--- src/hdl/seq_pkg.sv ---
// Shared constants and types for the program sequencer
package seq_pkg;
  // Register offsets on the plain port
  localparam logic [2:0] OFS_IPL  = 3'h0;
  localparam logic [2:0] OFS_TBLP = 3'h1;
  localparam logic [2:0] OFS_TBHP = 3'h2;
  localparam logic [2:0] OFS_TABLE_HIGH_LATCH = 3'h3;
  localparam logic [2:0] OFS_STAT = 3'h4;
  // Status bit positions
  localparam int STAT_C = 0;
  localparam int STAT_Z = 1;
  // Phases of one instruction cycle
  localparam logic [1:0] PH_T1 = 2'h0;
  localparam logic [1:0] PH_T4 = 2'h3;
  // Reset vector and reset values
  localparam logic [15:0] RESET_VEC = 16'h0000;
  localparam logic [7:0]  BYTE_RST  = 8'h00;
  localparam int STACK_LEVELS = 8;
  localparam int DEST_W       = 11;
  // Execution classes from the decoder
  typedef enum logic [2:0] {
    OP_SEQ, OP_JUMP, OP_CALL, OP_RET,
    OP_INTERRUPT_RETURN_OP, OP_SKIP, OP_TREAD, OP_XTREAD
  } op_type;
  typedef enum logic [2:0] {
    ALU_ADD, ALU_SUB, ALU_AND, ALU_RLC,
    ALU_INC, ALU_DEC
  } alu_type;
endpackage

--- src/hdl/program_sequencer.sv ---
// Program sequencer: pointer, return stack, table reads
// What this block does
// - Four phases per cycle, pointer steps at T1
// - Non-sequential transfers flush fetched instruction
// - Pointer advances one word otherwise
// - Only low pointer byte is software register
// - Jump, call, interrupt, reset load full address
// - Taken skip discards fetch, one dummy cycle
// - Sixteen-bit words, pointer width 12 or 13
// - Low byte write jumps within page
// - Low byte write inserts one dummy cycle
// - Stack holds pointers, hidden from software
// - Call or interrupt acknowledge pushes return
// - Returns pop and restore pointer
// - Reset leaves stack empty
// - Full stack holds interrupt until a return
// - Call on full stack drops oldest entry
// - ALU results update zero; carry only on add, subtract, rotate
// - Execution starts at word zero
// - Table address is high and low pointers
// - Standard reads sector zero, extended any sector
// - Low byte to memory, high byte to latch
// - Table reads clear unimplemented latch bits
// - Table reads take two cycles
//
// The implementer's own choices: the plain strobed port and the address map.
`timescale 1ns/1ps
`default_nettype none
module program_sequencer #(
  parameter int IP_W   = 12,
  parameter int DEPTH  = seq_pkg::STACK_LEVELS,
  parameter int WORD_W = 16
) (
  input  wire logic                  clk,
  input  wire logic                  srst,
  input  wire logic                  op_valid,
  input  wire seq_pkg::op_type       op_kind,
  input  wire logic [IP_W-1:0]       op_target,
  input  wire logic [7:0]            op_mem,
  input  wire logic [2:0]            op_sector,
  input  wire logic                  irq_req,
  input  wire logic [IP_W-1:0]       irq_vector,
  input  wire logic                  alu_en,
  input  wire seq_pkg::alu_type      alu_op,
  input  wire logic [7:0]            alu_a,
  input  wire logic [7:0]            alu_b,
  input  wire logic [2:0]            reg_addr,
  input  wire logic [7:0]            reg_wdata,
  input  wire logic                  reg_wr,
  input  wire logic                  reg_rd,
  input  wire logic [WORD_W-1:0]     pmem_data,
  output logic [IP_W-1:0]            pmem_addr,
  output logic                       fetch_en,
  output logic                       dummy_cycle,
  output logic                       irq_ack,
  output logic                       interrupt_return_op_done,
  output logic                       tbl_wr,
  output logic [seq_pkg::DEST_W-1:0] tbl_dest,
  output logic [7:0]                 tbl_data,
  output logic [7:0]                 alu_res,
  output logic                       stack_full,
  output logic                       stack_empty,
  output logic [7:0]                 reg_rdata
);
  localparam int PW = (DEPTH > 1) ? $clog2(DEPTH) : 1;
  localparam int CW = $clog2(DEPTH + 1);
  localparam logic [CW-1:0] CNT_FULL = CW'(DEPTH);
  localparam logic [CW-1:0] CNT_ONE  = CW'(1);
  localparam logic [PW-1:0] PTR_ONE  = PW'(1);
  localparam logic [PW-1:0] PTR_LAST = PW'(DEPTH - 1);
  localparam logic [IP_W-1:0] IP_ONE = IP_W'(1);
  // Implemented high bits of a program word
  localparam int HI_W = (WORD_W - 8 > 8) ? 8 : WORD_W - 8;
  localparam logic [7:0] HI_MASK = 8'((16'h1 << HI_W) - 16'h1);

  // Circular pointer step, used for push and pop
  function automatic logic [PW-1:0] ptr_step(input logic [PW-1:0] p,
                                              input logic up);
    if (up) begin
      ptr_step = (p == PTR_LAST) ? '0 : p + PTR_ONE;
    end else begin
      ptr_step = (p == '0) ? PTR_LAST : p - PTR_ONE;
    end
  endfunction

  // ****************************************
  // Phase and sequencing state
  // ****************************************
  logic [1:0]      phase_ff, nxt_phase;
  logic [IP_W-1:0] ip_ff, nxt_ip;
  logic [IP_W-1:0] paddr_ff, nxt_paddr;
  logic            fetch_ff, nxt_fetch;
  logic            dummy_ff, nxt_dummy;
  logic            tbusy_ff, nxt_tbusy;
  logic            txt_ff, nxt_txt;
  logic [7:0]      tmem_ff, nxt_tmem;
  logic [2:0]      tsec_ff, nxt_tsec;
  logic            ack_ff, nxt_ack;
  logic            retd_ff, nxt_retd;
  logic            twr_ff, nxt_twr;
  logic [seq_pkg::DEST_W-1:0] tdest_ff, nxt_tdest;
  logic [7:0]      tdata_ff, nxt_tdata;
  logic            plw_ff, nxt_plw;
  logic [7:0]      plv_ff, nxt_plv;
  logic [7:0]      tblp_ff, nxt_tblp;
  logic [7:0]      tbhp_ff, nxt_tbhp;
  logic [7:0]      table_high_latch_ff, nxt_table_high_latch;
  logic [7:0]      stat_ff, nxt_stat;
  logic [7:0]      ares_ff, nxt_ares;
  logic [7:0]      rdata_ff, nxt_rdata;
  logic [PW-1:0]   sp_ff, nxt_sp;
  logic [CW-1:0]   cnt_ff, nxt_cnt;
  logic [IP_W-1:0] stack_mem [DEPTH];
  logic            push;
  logic [IP_W-1:0] push_val;
  logic            t1, t4;
  logic [15:0]     taddr;
  logic [8:0]      sum;

  assign t1    = (phase_ff == seq_pkg::PH_T1);
  assign t4    = (phase_ff == seq_pkg::PH_T4);
  assign taddr = {tbhp_ff, tblp_ff};

  // Next-state logic for the whole sequencer
  always_comb begin
    nxt_phase = phase_ff + 2'h1;
    nxt_ip    = ip_ff;
    nxt_paddr = paddr_ff;
    nxt_fetch = 1'b0;
    nxt_dummy = dummy_ff;
    nxt_tbusy = tbusy_ff;
    nxt_txt   = txt_ff;
    nxt_tmem  = tmem_ff;
    nxt_tsec  = tsec_ff;
    nxt_ack   = 1'b0;
    nxt_retd  = 1'b0;
    nxt_twr   = 1'b0;
    nxt_tdest = tdest_ff;
    nxt_tdata = tdata_ff;
    nxt_plw   = plw_ff;
    nxt_plv   = plv_ff;
    nxt_tblp  = tblp_ff;
    nxt_tbhp  = tbhp_ff;
    nxt_table_high_latch  = table_high_latch_ff;
    nxt_stat  = stat_ff;
    nxt_ares  = ares_ff;
    nxt_rdata = rdata_ff;
    nxt_sp    = sp_ff;
    nxt_cnt   = cnt_ff;
    push      = 1'b0;
    push_val  = ip_ff - IP_ONE;
    sum       = 9'h000;
    // Software writes; the low byte waits for a T4 with no table read, dummy cycle, op or interrupt
    if (reg_wr) begin
      case (reg_addr)
        seq_pkg::OFS_IPL: begin
          nxt_plw = 1'b1;
          nxt_plv = reg_wdata;
        end
        seq_pkg::OFS_TBLP: nxt_tblp = reg_wdata;
        seq_pkg::OFS_TBHP: nxt_tbhp = reg_wdata;
        seq_pkg::OFS_TABLE_HIGH_LATCH: nxt_table_high_latch = reg_wdata;
        seq_pkg::OFS_STAT: nxt_stat = reg_wdata;
        default: ;
      endcase
    end
    // Read data one cycle after the strobe; stack is not mapped
    if (reg_rd) begin
      case (reg_addr)
        seq_pkg::OFS_IPL:  nxt_rdata = ip_ff[7:0];
        seq_pkg::OFS_TBLP: nxt_rdata = tblp_ff;
        seq_pkg::OFS_TBHP: nxt_rdata = tbhp_ff;
        seq_pkg::OFS_TABLE_HIGH_LATCH: nxt_rdata = table_high_latch_ff;
        seq_pkg::OFS_STAT: nxt_rdata = stat_ff;
        default:           nxt_rdata = seq_pkg::BYTE_RST;
      endcase
    end
    // ALU status update, carry and zero
    if (alu_en) begin
      case (alu_op)
        seq_pkg::ALU_ADD: sum = {1'b0, alu_a} + {1'b0, alu_b};
        seq_pkg::ALU_SUB: sum = {1'b1, alu_a} - {1'b0, alu_b};
        seq_pkg::ALU_AND: sum = {stat_ff[seq_pkg::STAT_C], alu_a & alu_b};
        seq_pkg::ALU_RLC: sum = {alu_a, stat_ff[seq_pkg::STAT_C]};
        seq_pkg::ALU_INC: sum = {stat_ff[seq_pkg::STAT_C], alu_a + 8'h01};
        seq_pkg::ALU_DEC: sum = {stat_ff[seq_pkg::STAT_C], alu_a - 8'h01};
        default:          sum = {stat_ff[seq_pkg::STAT_C], alu_a};
      endcase
      nxt_ares = sum[7:0];
      nxt_stat[seq_pkg::STAT_C] = sum[8];
      nxt_stat[seq_pkg::STAT_Z] = (sum[7:0] == 8'h00);
    end
    // T1: fetch at the pointer, or the table word instead
    if (t1) begin
      if (tbusy_ff) begin
        nxt_paddr = taddr[IP_W-1:0];
      end else begin
        nxt_paddr = ip_ff;
        nxt_ip    = ip_ff + IP_ONE;
        nxt_fetch = 1'b1;
      end
    end
    // T4: finish the table read or execute the decoded class
    if (t4) begin
      if (tbusy_ff) begin
        nxt_tbusy = 1'b0;
        nxt_dummy = 1'b0;
        nxt_twr   = 1'b1;
        nxt_tdata = pmem_data[7:0];
        nxt_table_high_latch  = 8'(pmem_data[HI_W+7:8]) & HI_MASK;
        nxt_tdest = txt_ff ? {tsec_ff, tmem_ff}
                           : {3'h0, tmem_ff};
      end else if (dummy_ff) begin
        nxt_dummy = 1'b0;
      end else if (op_valid && op_kind != seq_pkg::OP_SEQ) begin
        nxt_dummy = 1'b1;
        case (op_kind)
          seq_pkg::OP_JUMP: nxt_ip = op_target;
          seq_pkg::OP_CALL: begin
            nxt_ip = op_target;
            push   = 1'b1;
          end
          seq_pkg::OP_RET, seq_pkg::OP_INTERRUPT_RETURN_OP: begin
            nxt_ip   = stack_mem[ptr_step(sp_ff, 1'b0)];
            nxt_sp   = ptr_step(sp_ff, 1'b0);
            nxt_cnt  = (cnt_ff == '0) ? cnt_ff : cnt_ff - CNT_ONE;
            nxt_retd = (op_kind == seq_pkg::OP_INTERRUPT_RETURN_OP);
          end
          seq_pkg::OP_SKIP: nxt_dummy = 1'b1;
          seq_pkg::OP_TREAD, seq_pkg::OP_XTREAD: begin
            nxt_tbusy = 1'b1;
            nxt_dummy = 1'b1;
            nxt_txt   = (op_kind == seq_pkg::OP_XTREAD);
            nxt_tmem  = op_mem;
            nxt_tsec  = op_sector;
          end
          default: nxt_dummy = 1'b0;
        endcase
      end else if (irq_req && cnt_ff != CNT_FULL) begin
        nxt_ip    = irq_vector;
        nxt_ack   = 1'b1;
        nxt_dummy = 1'b1;
        push      = 1'b1;
      end else if (plw_ff) begin
        nxt_ip    = {ip_ff[IP_W-1:8], plv_ff};
        // A fresh low-byte write in this very cycle stays pending
        nxt_plw   = reg_wr && (reg_addr == seq_pkg::OFS_IPL);
        nxt_dummy = 1'b1;
      end
    end
    // Push overwrites the oldest slot when full
    if (push) begin
      nxt_sp  = ptr_step(sp_ff, 1'b1);
      nxt_cnt = (cnt_ff == CNT_FULL) ? cnt_ff : cnt_ff + CNT_ONE;
    end
  end

  // Registers; reset starts at word zero with an empty stack
  always_ff @(posedge clk) begin
    if (srst) begin
      phase_ff <= seq_pkg::PH_T1;
      ip_ff    <= IP_W'(seq_pkg::RESET_VEC);
      paddr_ff <= IP_W'(seq_pkg::RESET_VEC);
      fetch_ff <= 1'b0;
      dummy_ff <= 1'b0;
      tbusy_ff <= 1'b0;
      txt_ff   <= 1'b0;
      tmem_ff  <= seq_pkg::BYTE_RST;
      tsec_ff  <= 3'h0;
      ack_ff   <= 1'b0;
      retd_ff  <= 1'b0;
      twr_ff   <= 1'b0;
      tdest_ff <= '0;
      tdata_ff <= seq_pkg::BYTE_RST;
      plw_ff   <= 1'b0;
      plv_ff   <= seq_pkg::BYTE_RST;
      tblp_ff  <= seq_pkg::BYTE_RST;
      tbhp_ff  <= seq_pkg::BYTE_RST;
      table_high_latch_ff  <= seq_pkg::BYTE_RST;
      stat_ff  <= seq_pkg::BYTE_RST;
      ares_ff  <= seq_pkg::BYTE_RST;
      rdata_ff <= seq_pkg::BYTE_RST;
      sp_ff    <= '0;
      cnt_ff   <= '0;
    end else begin
      phase_ff <= nxt_phase;
      ip_ff    <= nxt_ip;
      paddr_ff <= nxt_paddr;
      fetch_ff <= nxt_fetch;
      dummy_ff <= nxt_dummy;
      tbusy_ff <= nxt_tbusy;
      txt_ff   <= nxt_txt;
      tmem_ff  <= nxt_tmem;
      tsec_ff  <= nxt_tsec;
      ack_ff   <= nxt_ack;
      retd_ff  <= nxt_retd;
      twr_ff   <= nxt_twr;
      tdest_ff <= nxt_tdest;
      tdata_ff <= nxt_tdata;
      plw_ff   <= nxt_plw;
      plv_ff   <= nxt_plv;
      tblp_ff  <= nxt_tblp;
      tbhp_ff  <= nxt_tbhp;
      table_high_latch_ff  <= nxt_table_high_latch;
      stat_ff  <= nxt_stat;
      ares_ff  <= nxt_ares;
      rdata_ff <= nxt_rdata;
      sp_ff    <= nxt_sp;
      cnt_ff   <= nxt_cnt;
    end
  end

  // Stack storage has no reset; empty count guards it
  always_ff @(posedge clk) begin
    if (!srst && push) begin
      stack_mem[sp_ff] <= push_val;
    end
  end

  assign pmem_addr   = paddr_ff;
  assign fetch_en    = fetch_ff;
  assign dummy_cycle = dummy_ff;
  assign irq_ack     = ack_ff;
  assign interrupt_return_op_done   = retd_ff;
  assign tbl_wr      = twr_ff;
  assign tbl_dest    = tdest_ff;
  assign tbl_data    = tdata_ff;
  assign alu_res     = ares_ff;
  assign reg_rdata   = rdata_ff;
  assign stack_full  = (cnt_ff == CNT_FULL);
  assign stack_empty = (cnt_ff == '0);

  // ****************************************
  // Checks
  // ****************************************
  chk_phase_wrap: assert property (@(posedge clk) disable iff (srst)
    t4 |=> t1) else $error("phase did not wrap");
  chk_fetch_step: assert property (@(posedge clk) disable iff (srst)
    fetch_en |-> pmem_addr == ip_ff - IP_ONE)
    else $error("fetch did not step pointer");
  chk_jump_load: assert property (@(posedge clk) disable iff (srst)
    (t4 && !tbusy_ff && !dummy_ff && op_valid && op_kind == seq_pkg::OP_JUMP)
    |=> ip_ff == $past(op_target) && dummy_cycle)
    else $error("jump target not loaded");
  chk_skip_dummy: assert property (@(posedge clk) disable iff (srst)
    (t4 && !tbusy_ff && !dummy_ff && op_valid && op_kind == seq_pkg::OP_SKIP)
    |=> dummy_cycle [*4] ##1 !dummy_cycle)
    else $error("skip dummy cycle wrong length");
  chk_ipl_page: assert property (@(posedge clk) disable iff (srst)
    (t4 && plw_ff && !nxt_ack && !dummy_ff && !tbusy_ff && !op_valid)
    |=> ip_ff[IP_W-1:8] == $past(ip_ff[IP_W-1:8]) && dummy_cycle)
    else $error("low byte write left page");
  chk_full_hold: assert property (@(posedge clk) disable iff (srst)
    stack_full |=> !irq_ack) else $error("interrupt taken on full stack");
  chk_table_two: assert property (@(posedge clk) disable iff (srst)
    (t4 && !tbusy_ff && !dummy_ff && op_valid && op_kind == seq_pkg::OP_TREAD)
    |=> !tbl_wr [*4] ##1 tbl_wr)
    else $error("table read not two cycles");
  chk_latch_mask: assert property (@(posedge clk) disable iff (srst)
    tbl_wr |-> (table_high_latch_ff & ~HI_MASK) == 8'h00)
    else $error("unused latch bits set");
  chk_std_sector: assert property (@(posedge clk) disable iff (srst)
    (tbl_wr && !txt_ff) |-> tbl_dest[seq_pkg::DEST_W-1:8] == 3'h0)
    else $error("standard read left sector zero");
  chk_ret_pop: assert property (@(posedge clk) disable iff (srst)
    (t4 && !tbusy_ff && !dummy_ff && op_valid && op_kind == seq_pkg::OP_RET
     && !stack_empty) |=> cnt_ff == $past(cnt_ff) - CNT_ONE)
    else $error("return did not pop");
endmodule
`default_nettype wire

--- config.mk ---
export PLATFORM = sky130hd
export DESIGN_NAME = program_sequencer
export DESIGN_NICKNAME = d
export VERILOG_FILES = /design/src/hdl/seq_pkg.sv /design/src/hdl/program_sequencer.sv
export SDC_FILE = /design/constraint.sdc
export NUM_CORES = 1
export LEC_CHECK = 0
export CAP_MARGIN = 0
export CORE_ASPECT_RATIO = 1.2
export CORE_MARGIN = 1.5
export CORE_UTILIZATION = 25
export DETAILED_ROUTE_END_ITERATION = 8
export DONT_BUFFER_PORTS = 1
export GPL_TIMING_DRIVEN = 0
export RECOVER_POWER = 100
export SYNTH_ARGS = -nofsm -noshare
export SYNTH_HDL_FRONTEND = slang
export SYNTH_SLANG_ARGS = --single-unit
--- constraint.sdc ---
create_clock -name clk -period 6.6 [get_ports clk]
set_input_delay 1.32 -clock clk [delete_from_list [all_inputs] [get_ports clk]]
set_output_delay 1.32 -clock clk [all_outputs]
set_load 0.01 [all_outputs]
* Word level (Yosys, flattened, before mapping) *
Memories as Yosys holds them, arrays and structs flattened.
Index checks and enable logic that the tools add are counted.

storage, ports and cells
  flip-flop bits (word level) = 127
  RAM bits = 96
  memories kept = 1

cells by class
  add/sub/neg operators = 11
  equality and inequality tests = 29
  multiplexer cells = 65
  bitwise gates (word level) = 7
  reductions and logical operators = 35

memories
  memory     depth  bits a word  rd ports  clocked after Yosys merged registers in  write ports  RTL line                  text
  stack_mem  8      12           1         0                                        1            program_sequencer.sv:113  logic [IP_W-1:0] stack_mem [DEPTH];

operators with widths
  kind                   count
  $mux 12                9
  $pmux 9 s6             1
  $pmux 8 s5             1
  $mux 4                 8
  $mux 8                 4
  $mux 1                 28
  $eq 3x3->1 const B     8
  $mux 3                 8
  $pmux 12 s2            1
  $eq 3x2->1 const B     6
  $add 12x1->12 const B  1
  $reduce_and 2->1       6
  $sub 12x1->12 const B  1
  $mux 11                1
  $reduce_and 5->1       2
  $reduce_bool 2->1      5
  $reduce_or 2->1        5
  $add 8x8->9            1
  $eq 3x1->1 const B     3
  $logic_not 3->1        3
  $mux 9                 1
  $sub 9x8->9            1
  $add 8x1->8 const B    1
  $and 8x8->8            1
  26 further kinds       41

* Depth between registers and ports, before layout *
An unclocked memory read counts as a cell.

  word-level depth = 13
  mapped depth = 11
  gate-level depth less buffers = 11

* Worst setup path before layout *
OpenSTA, ideal clock, no wires.

  path type = input-to-reg
  start point = input op_kind[2]
  end point = memory stack_mem[2][0] (enable)
  setup time = 0.412 ns
  arrival = 3.400 ns
  path slack = 2.787 ns
  cell stages on the path = 6
  buffers on the path = 1
  cells stage by stage = buf_2 > o21ai_0 > nand2_2 > a21oi_4 > inv_2 > nor4_1

on the way
  longest elaborated chain between the ends = 9

RTL lines
  item                                                    RTL line                                            text
  from (decl)                                             program_sequencer.sv:37                             input wire seq_pkg::op_type op_kind,
  $eq 3x2->1 / $reduce_bool 3->1 (equally long branches)  program_sequencer.sv:217, program_sequencer.sv:215
  $mux 1 / $logic_and 1x1->1 (equally long branches)      program_sequencer.sv:217, program_sequencer.sv:215
  $mux 1 (*)                                              program_sequencer.sv:215                            end else if (op_valid && op_kind != seq_pkg::OP_SEQ) begin
  $mux 1 (*)                                              program_sequencer.sv:213                            end else if (dummy_ff) begin
  $mux 1 (*)                                              program_sequencer.sv:205                            if (tbusy_ff) begin
  $mux 1 (*)                                              program_sequencer.sv:204                            if (t4) begin
  $logic_and 1x1->1 (*)                                   program_sequencer.sv:315                            if (!srst && push) begin
  $mux 1 (*)                                              program_sequencer.sv:315
  $mux 1 (not written as such) (*)                        program_sequencer.sv:316                            stack_mem[sp_ff] <= push_val;
  to (decl)                                               program_sequencer.sv:113

Mark *: on every way between the ends. The rest lies on a longest branch, timed or not.

* Final worst setup path *
  start point = register phase_ff[0]
  end point = memory stack_mem[2][9] (enable)

on the way
  longest elaborated chain between the ends = 5

RTL lines
  item                          RTL line                  text
  from (decl)                   program_sequencer.sv:89   logic [1:0] phase_ff, nxt_phase;
  from (signal assigned)        program_sequencer.sv:261  phase_ff <= seq_pkg::PH_T1;
  from (signal assigned)        program_sequencer.sv:286  phase_ff <= nxt_phase;
  $eq 2x2->1                    program_sequencer.sv:121  assign t4 = (phase_ff == seq_pkg::PH_T4);
  $mux 1                        program_sequencer.sv:204
  $logic_and 1x1->1             program_sequencer.sv:315
  $mux 1                        program_sequencer.sv:315
  $mux 1 (not written as such)  program_sequencer.sv:316

Every way passes these cells.

==> results.py <==
metrics = {
    "sta": {
        "finClkSkew_ns": 0.0110,
        "worstMarginPinSlew_ns": 1.45,
        "fin_crit_sh_pct": 71.1,
        "fmax_mhz": 213,
        "rsz0062_at_grt": "false",
        "finalMaxSlewViolations": 0,
        "hold_viol": 0,
        "tns_ns": 0,
        "setup_ws_ns": 1.90,
        "relSlewSlack_pct": 2.91,
        "setup_violations": 0,
        "period_minus_slack_ns": 4.70,
    },
    "yosys": {
        "yosys_warnings": 0,
        "synthCells": 1095,
        "synth_area_per_cell_um2": 10.3,
        "ys_types": 86,
        "synthArstFlopShare_pct": 0,
        "synth_edf_count": 96,
        "synthFlopType": "dfxtp_1",
        "ys_ff_latch": 223,
        "synth_area_um2": 11200,
        "syn-num-nets": 1218,
        "ys_seq_area_share_pct": 48.3,
    },
    "finish": {
        "antenna_cells": 0,
        "final_area_um2": 12600,
        "drive_gt1_share_pct": 9.54,
        "synthToLayoutAreaGrowth_pct": 12.5,
        "post-route-util_pct": 28.7,
        "stdcell_count": 1702,
        "num-nets-final": 1250,
    },
    "place": {
        "pre_cts_ws_ns": 2.69,
        "place_inst": 1661,
        "port_buffers": 0,
        "dp_hpwl_um": 25300,
        "gp_congestion": 0.843,
        "placed_area_um2": 12000,
    },
    "global_routing": {
        "grt_overflow": 0,
        "grt_pass1_wl_um": 51500,
        "grt_pass1_vias": 8635,
        "antenna_found_initial": 6,
        "grt_max_degree": 15,
        "track_usage_pct": 14.4,
    },
    "power": {
        "p_leak_nw": 4.30,
        "vdd_ir_drop_max_mv": 0.165,
        "p_per_area_nw_per_um2": 255,
    },
    "die": {
        "core_region_area_um2": 44000,
        "initial_core_util_pct": 25.5,
        "dieArea_um2": 46200,
        "pin_count": 145,
        "die_h_um": 235,
        "row_count": 84,
        "die_x_um": 196,
    },
    "clocking": {
        "cts_root_buf": "clkbuf_16",
        "holdBufCountCts": 0,
        "cts_tree": "yes",
        "clock_latency_ns": 0.52,
        "htreeDepth": 1,
        "post_cts_buffers": 0,
        "clkTransAtPathRegs_ns": 0.06,
        "cts_buffers": 23,
        "cts_buffer_depth": 3,
        "cts_num_sinks": 223,
        "cts_resized": 0,
    },
    "setup_path": {
        "start_kind": "flip-flop",
        "cp_top_family": "simple AND/OR/NAND/NOR gates",
        "crit_path_top_delay_cell": "nor3b_1",
        "path_max_fanout": 10,
        "required_ns": 6.78,
        "cp_data_arrival_time_ns": 4.88,
        "crit_buf_inv": 2,
        "crit_chain": "ha_1 > nor3b_1 > nand2_2 > a21oi_1 > inv_1 > nor4_1 > clkbuf_1",
        "cpPeakStageDelay_ns": 1.08,
        "critPathKind": "flip-flop to flip-flop",
        "endpoint_kind": "flip-flop",
    },
    "routing": {
        "vias": 8535,
        "viasPerCell": 5.01,
        "drtIter0Drc": 560,
        "post-route-drc-count": 0,
        "ant_nets": 0,
        "wirelength_um": 33700,
        "first_pass_iters": 5,
        "wl_per_cell_um": 19.8,
    },
    "job": {
        "drv_cap": 0,
    },
    "min_path": {
        "min_path_type": "flip-flop to flip-flop",
    },
    "outcome": {
        "status": "completed",
    },
}
==> worst register-to-register path, cell delays in order, from the launching register on <==
cell      delay, ns
dfxtp_1        0.35
ha_1           0.25
nor3b_1        1.08
nand2_2        0.06
a21oi_1        0.80
inv_1          0.42
nor4_1         1.02
clkbuf_1       0.38
==> power breakdown <==
part | switching, W | leakage (nW) | internal [W]
Sequential | 0.0000363 | 1.89 | 0.00153
Combinational | 0.000260 | 2.05 | 0.000129
Clock | 0.000544 | 0.362 | 0.000722
==> cells in the final DEF (no fill, tap or decap), types with 6 or more instances in the layout <==
cell type | Yosys | routed
a211oi_1 | 26 | 27
a21oi_1 | 98 | 99
buf_2 | 14 | 12
clkbuf_1 | 44 | 61
clkbuf_16 | 0 | 23
clkbuf_8 | 0 | 7
dfxtp_1 | 127 | 127
edfxtp_1 | 96 | 96
ha_1 | 29 | 29
inv_1 | 30 | 31
mux2_2 | 7 | 7
mux2i_1 | 73 | 73
mux4_2 | 26 | 26
nand2_1 | 140 | 140
nand2b_1 | 11 | 11
nand3_1 | 16 | 16
nor2_1 | 104 | 104
nor2b_1 | 15 | 15
nor3_1 | 15 | 15
nor4_1 | 11 | 11
o21ai_0 | 30 | 30
o22ai_1 | 15 | 15
o31ai_1 | 6 | 6
xnor2_1 | 13 | 13
xor2_1 | 16 | 16
==> routing by layer <==
metal  GRT usage [%]  vias up  part of all wire, %
met1            17.9     4146                   42
li1                -     4040                    -
met5               0        -                 0.10
met3            3.68       59                  8.4
met2            24.2      284                   47
met4            4.66        6                  2.6
==> cell families after synthesis <==
group / count (synthesis) / share of synthesized area, %
fa+ha+maj: 33 / 3.86
buf+inv: 107 / 4.25
compound gates: 238 / 13.8
mux: 106 / 12.4
xor+xnor: 29 / 2.26
flops: 223 / 48.3
simple gates: 359 / 15.1
==> flip-flops by register name (all words and copies together), names as in the netlist, 11 cells and up <==
signal / cells
tbl_dest: 11
pmem_addr: 12
ip_ff: 12
stack_mem: 96
==> per-stage QoR <==
| stage | hold WS, ns | power [W] |
|---|---|---|
| finish | 0.434 | 0.00322 |
| global route | 0.476 | 0.00335 |
| CTS | 0.440 | 0.00325 |
| detailed placement | 0.425 | 0.00199 |
| global placement | 0.410 | 0.00198 |
| floorplan | 0.402 | 0.00186 |
==> cell type report <==
class                      count  area [um^2]
inverter                      32          120
multi-input combinational    765         5270
tap                          559          699
clock inverter                 6         40.0
sequential                   223         5430
clock buffer                  35          691
timing repair buffer           7         41.3
buffer                        75          347
fill                        4550        31400
==> cells in the mapped netlist, drive strengths merged (6+ instances only) <==
cell type	n	area (um^2)
nor4	12	81.3
xnor2	13	114
xor2	16	140
a211oi	28	220
edfxtp	96	2880
clkbuf	44	165
and2	6	37.5
ha	29	363
mux2	7	78.8
nor3	16	85.1
and3	6	38.8
a21oi	99	507
mux4	26	586
buf	31	191
o21ai	33	165
nor2b	15	93.8
o22ai	15	93.8
dfxtp	127	2540
nand2b	11	68.8
inv	32	120
mux2i	73	731
nand3	16	80.1
nor2	106	413
nand2	142	543
o31ai	7	57.6
==> final timing paths <==
path / start / cells after the start / endpoint / slack, ns
max: phase_ff[0]$_SDFF_PP0_ / 7 / stack_mem[2][9]$_DFFE_PP_ / 1.90
min: phase_ff[0]$_SDFF_PP0_ / 1 / phase_ff[0]$_SDFF_PP0_ / 0.43
max reg2reg: phase_ff[0]$_SDFF_PP0_ / 7 / stack_mem[2][9]$_DFFE_PP_ / 1.90
min reg2reg: phase_ff[0]$_SDFF_PP0_ / 1 / phase_ff[0]$_SDFF_PP0_ / 0.43
(Power assumes the default switching activity.)
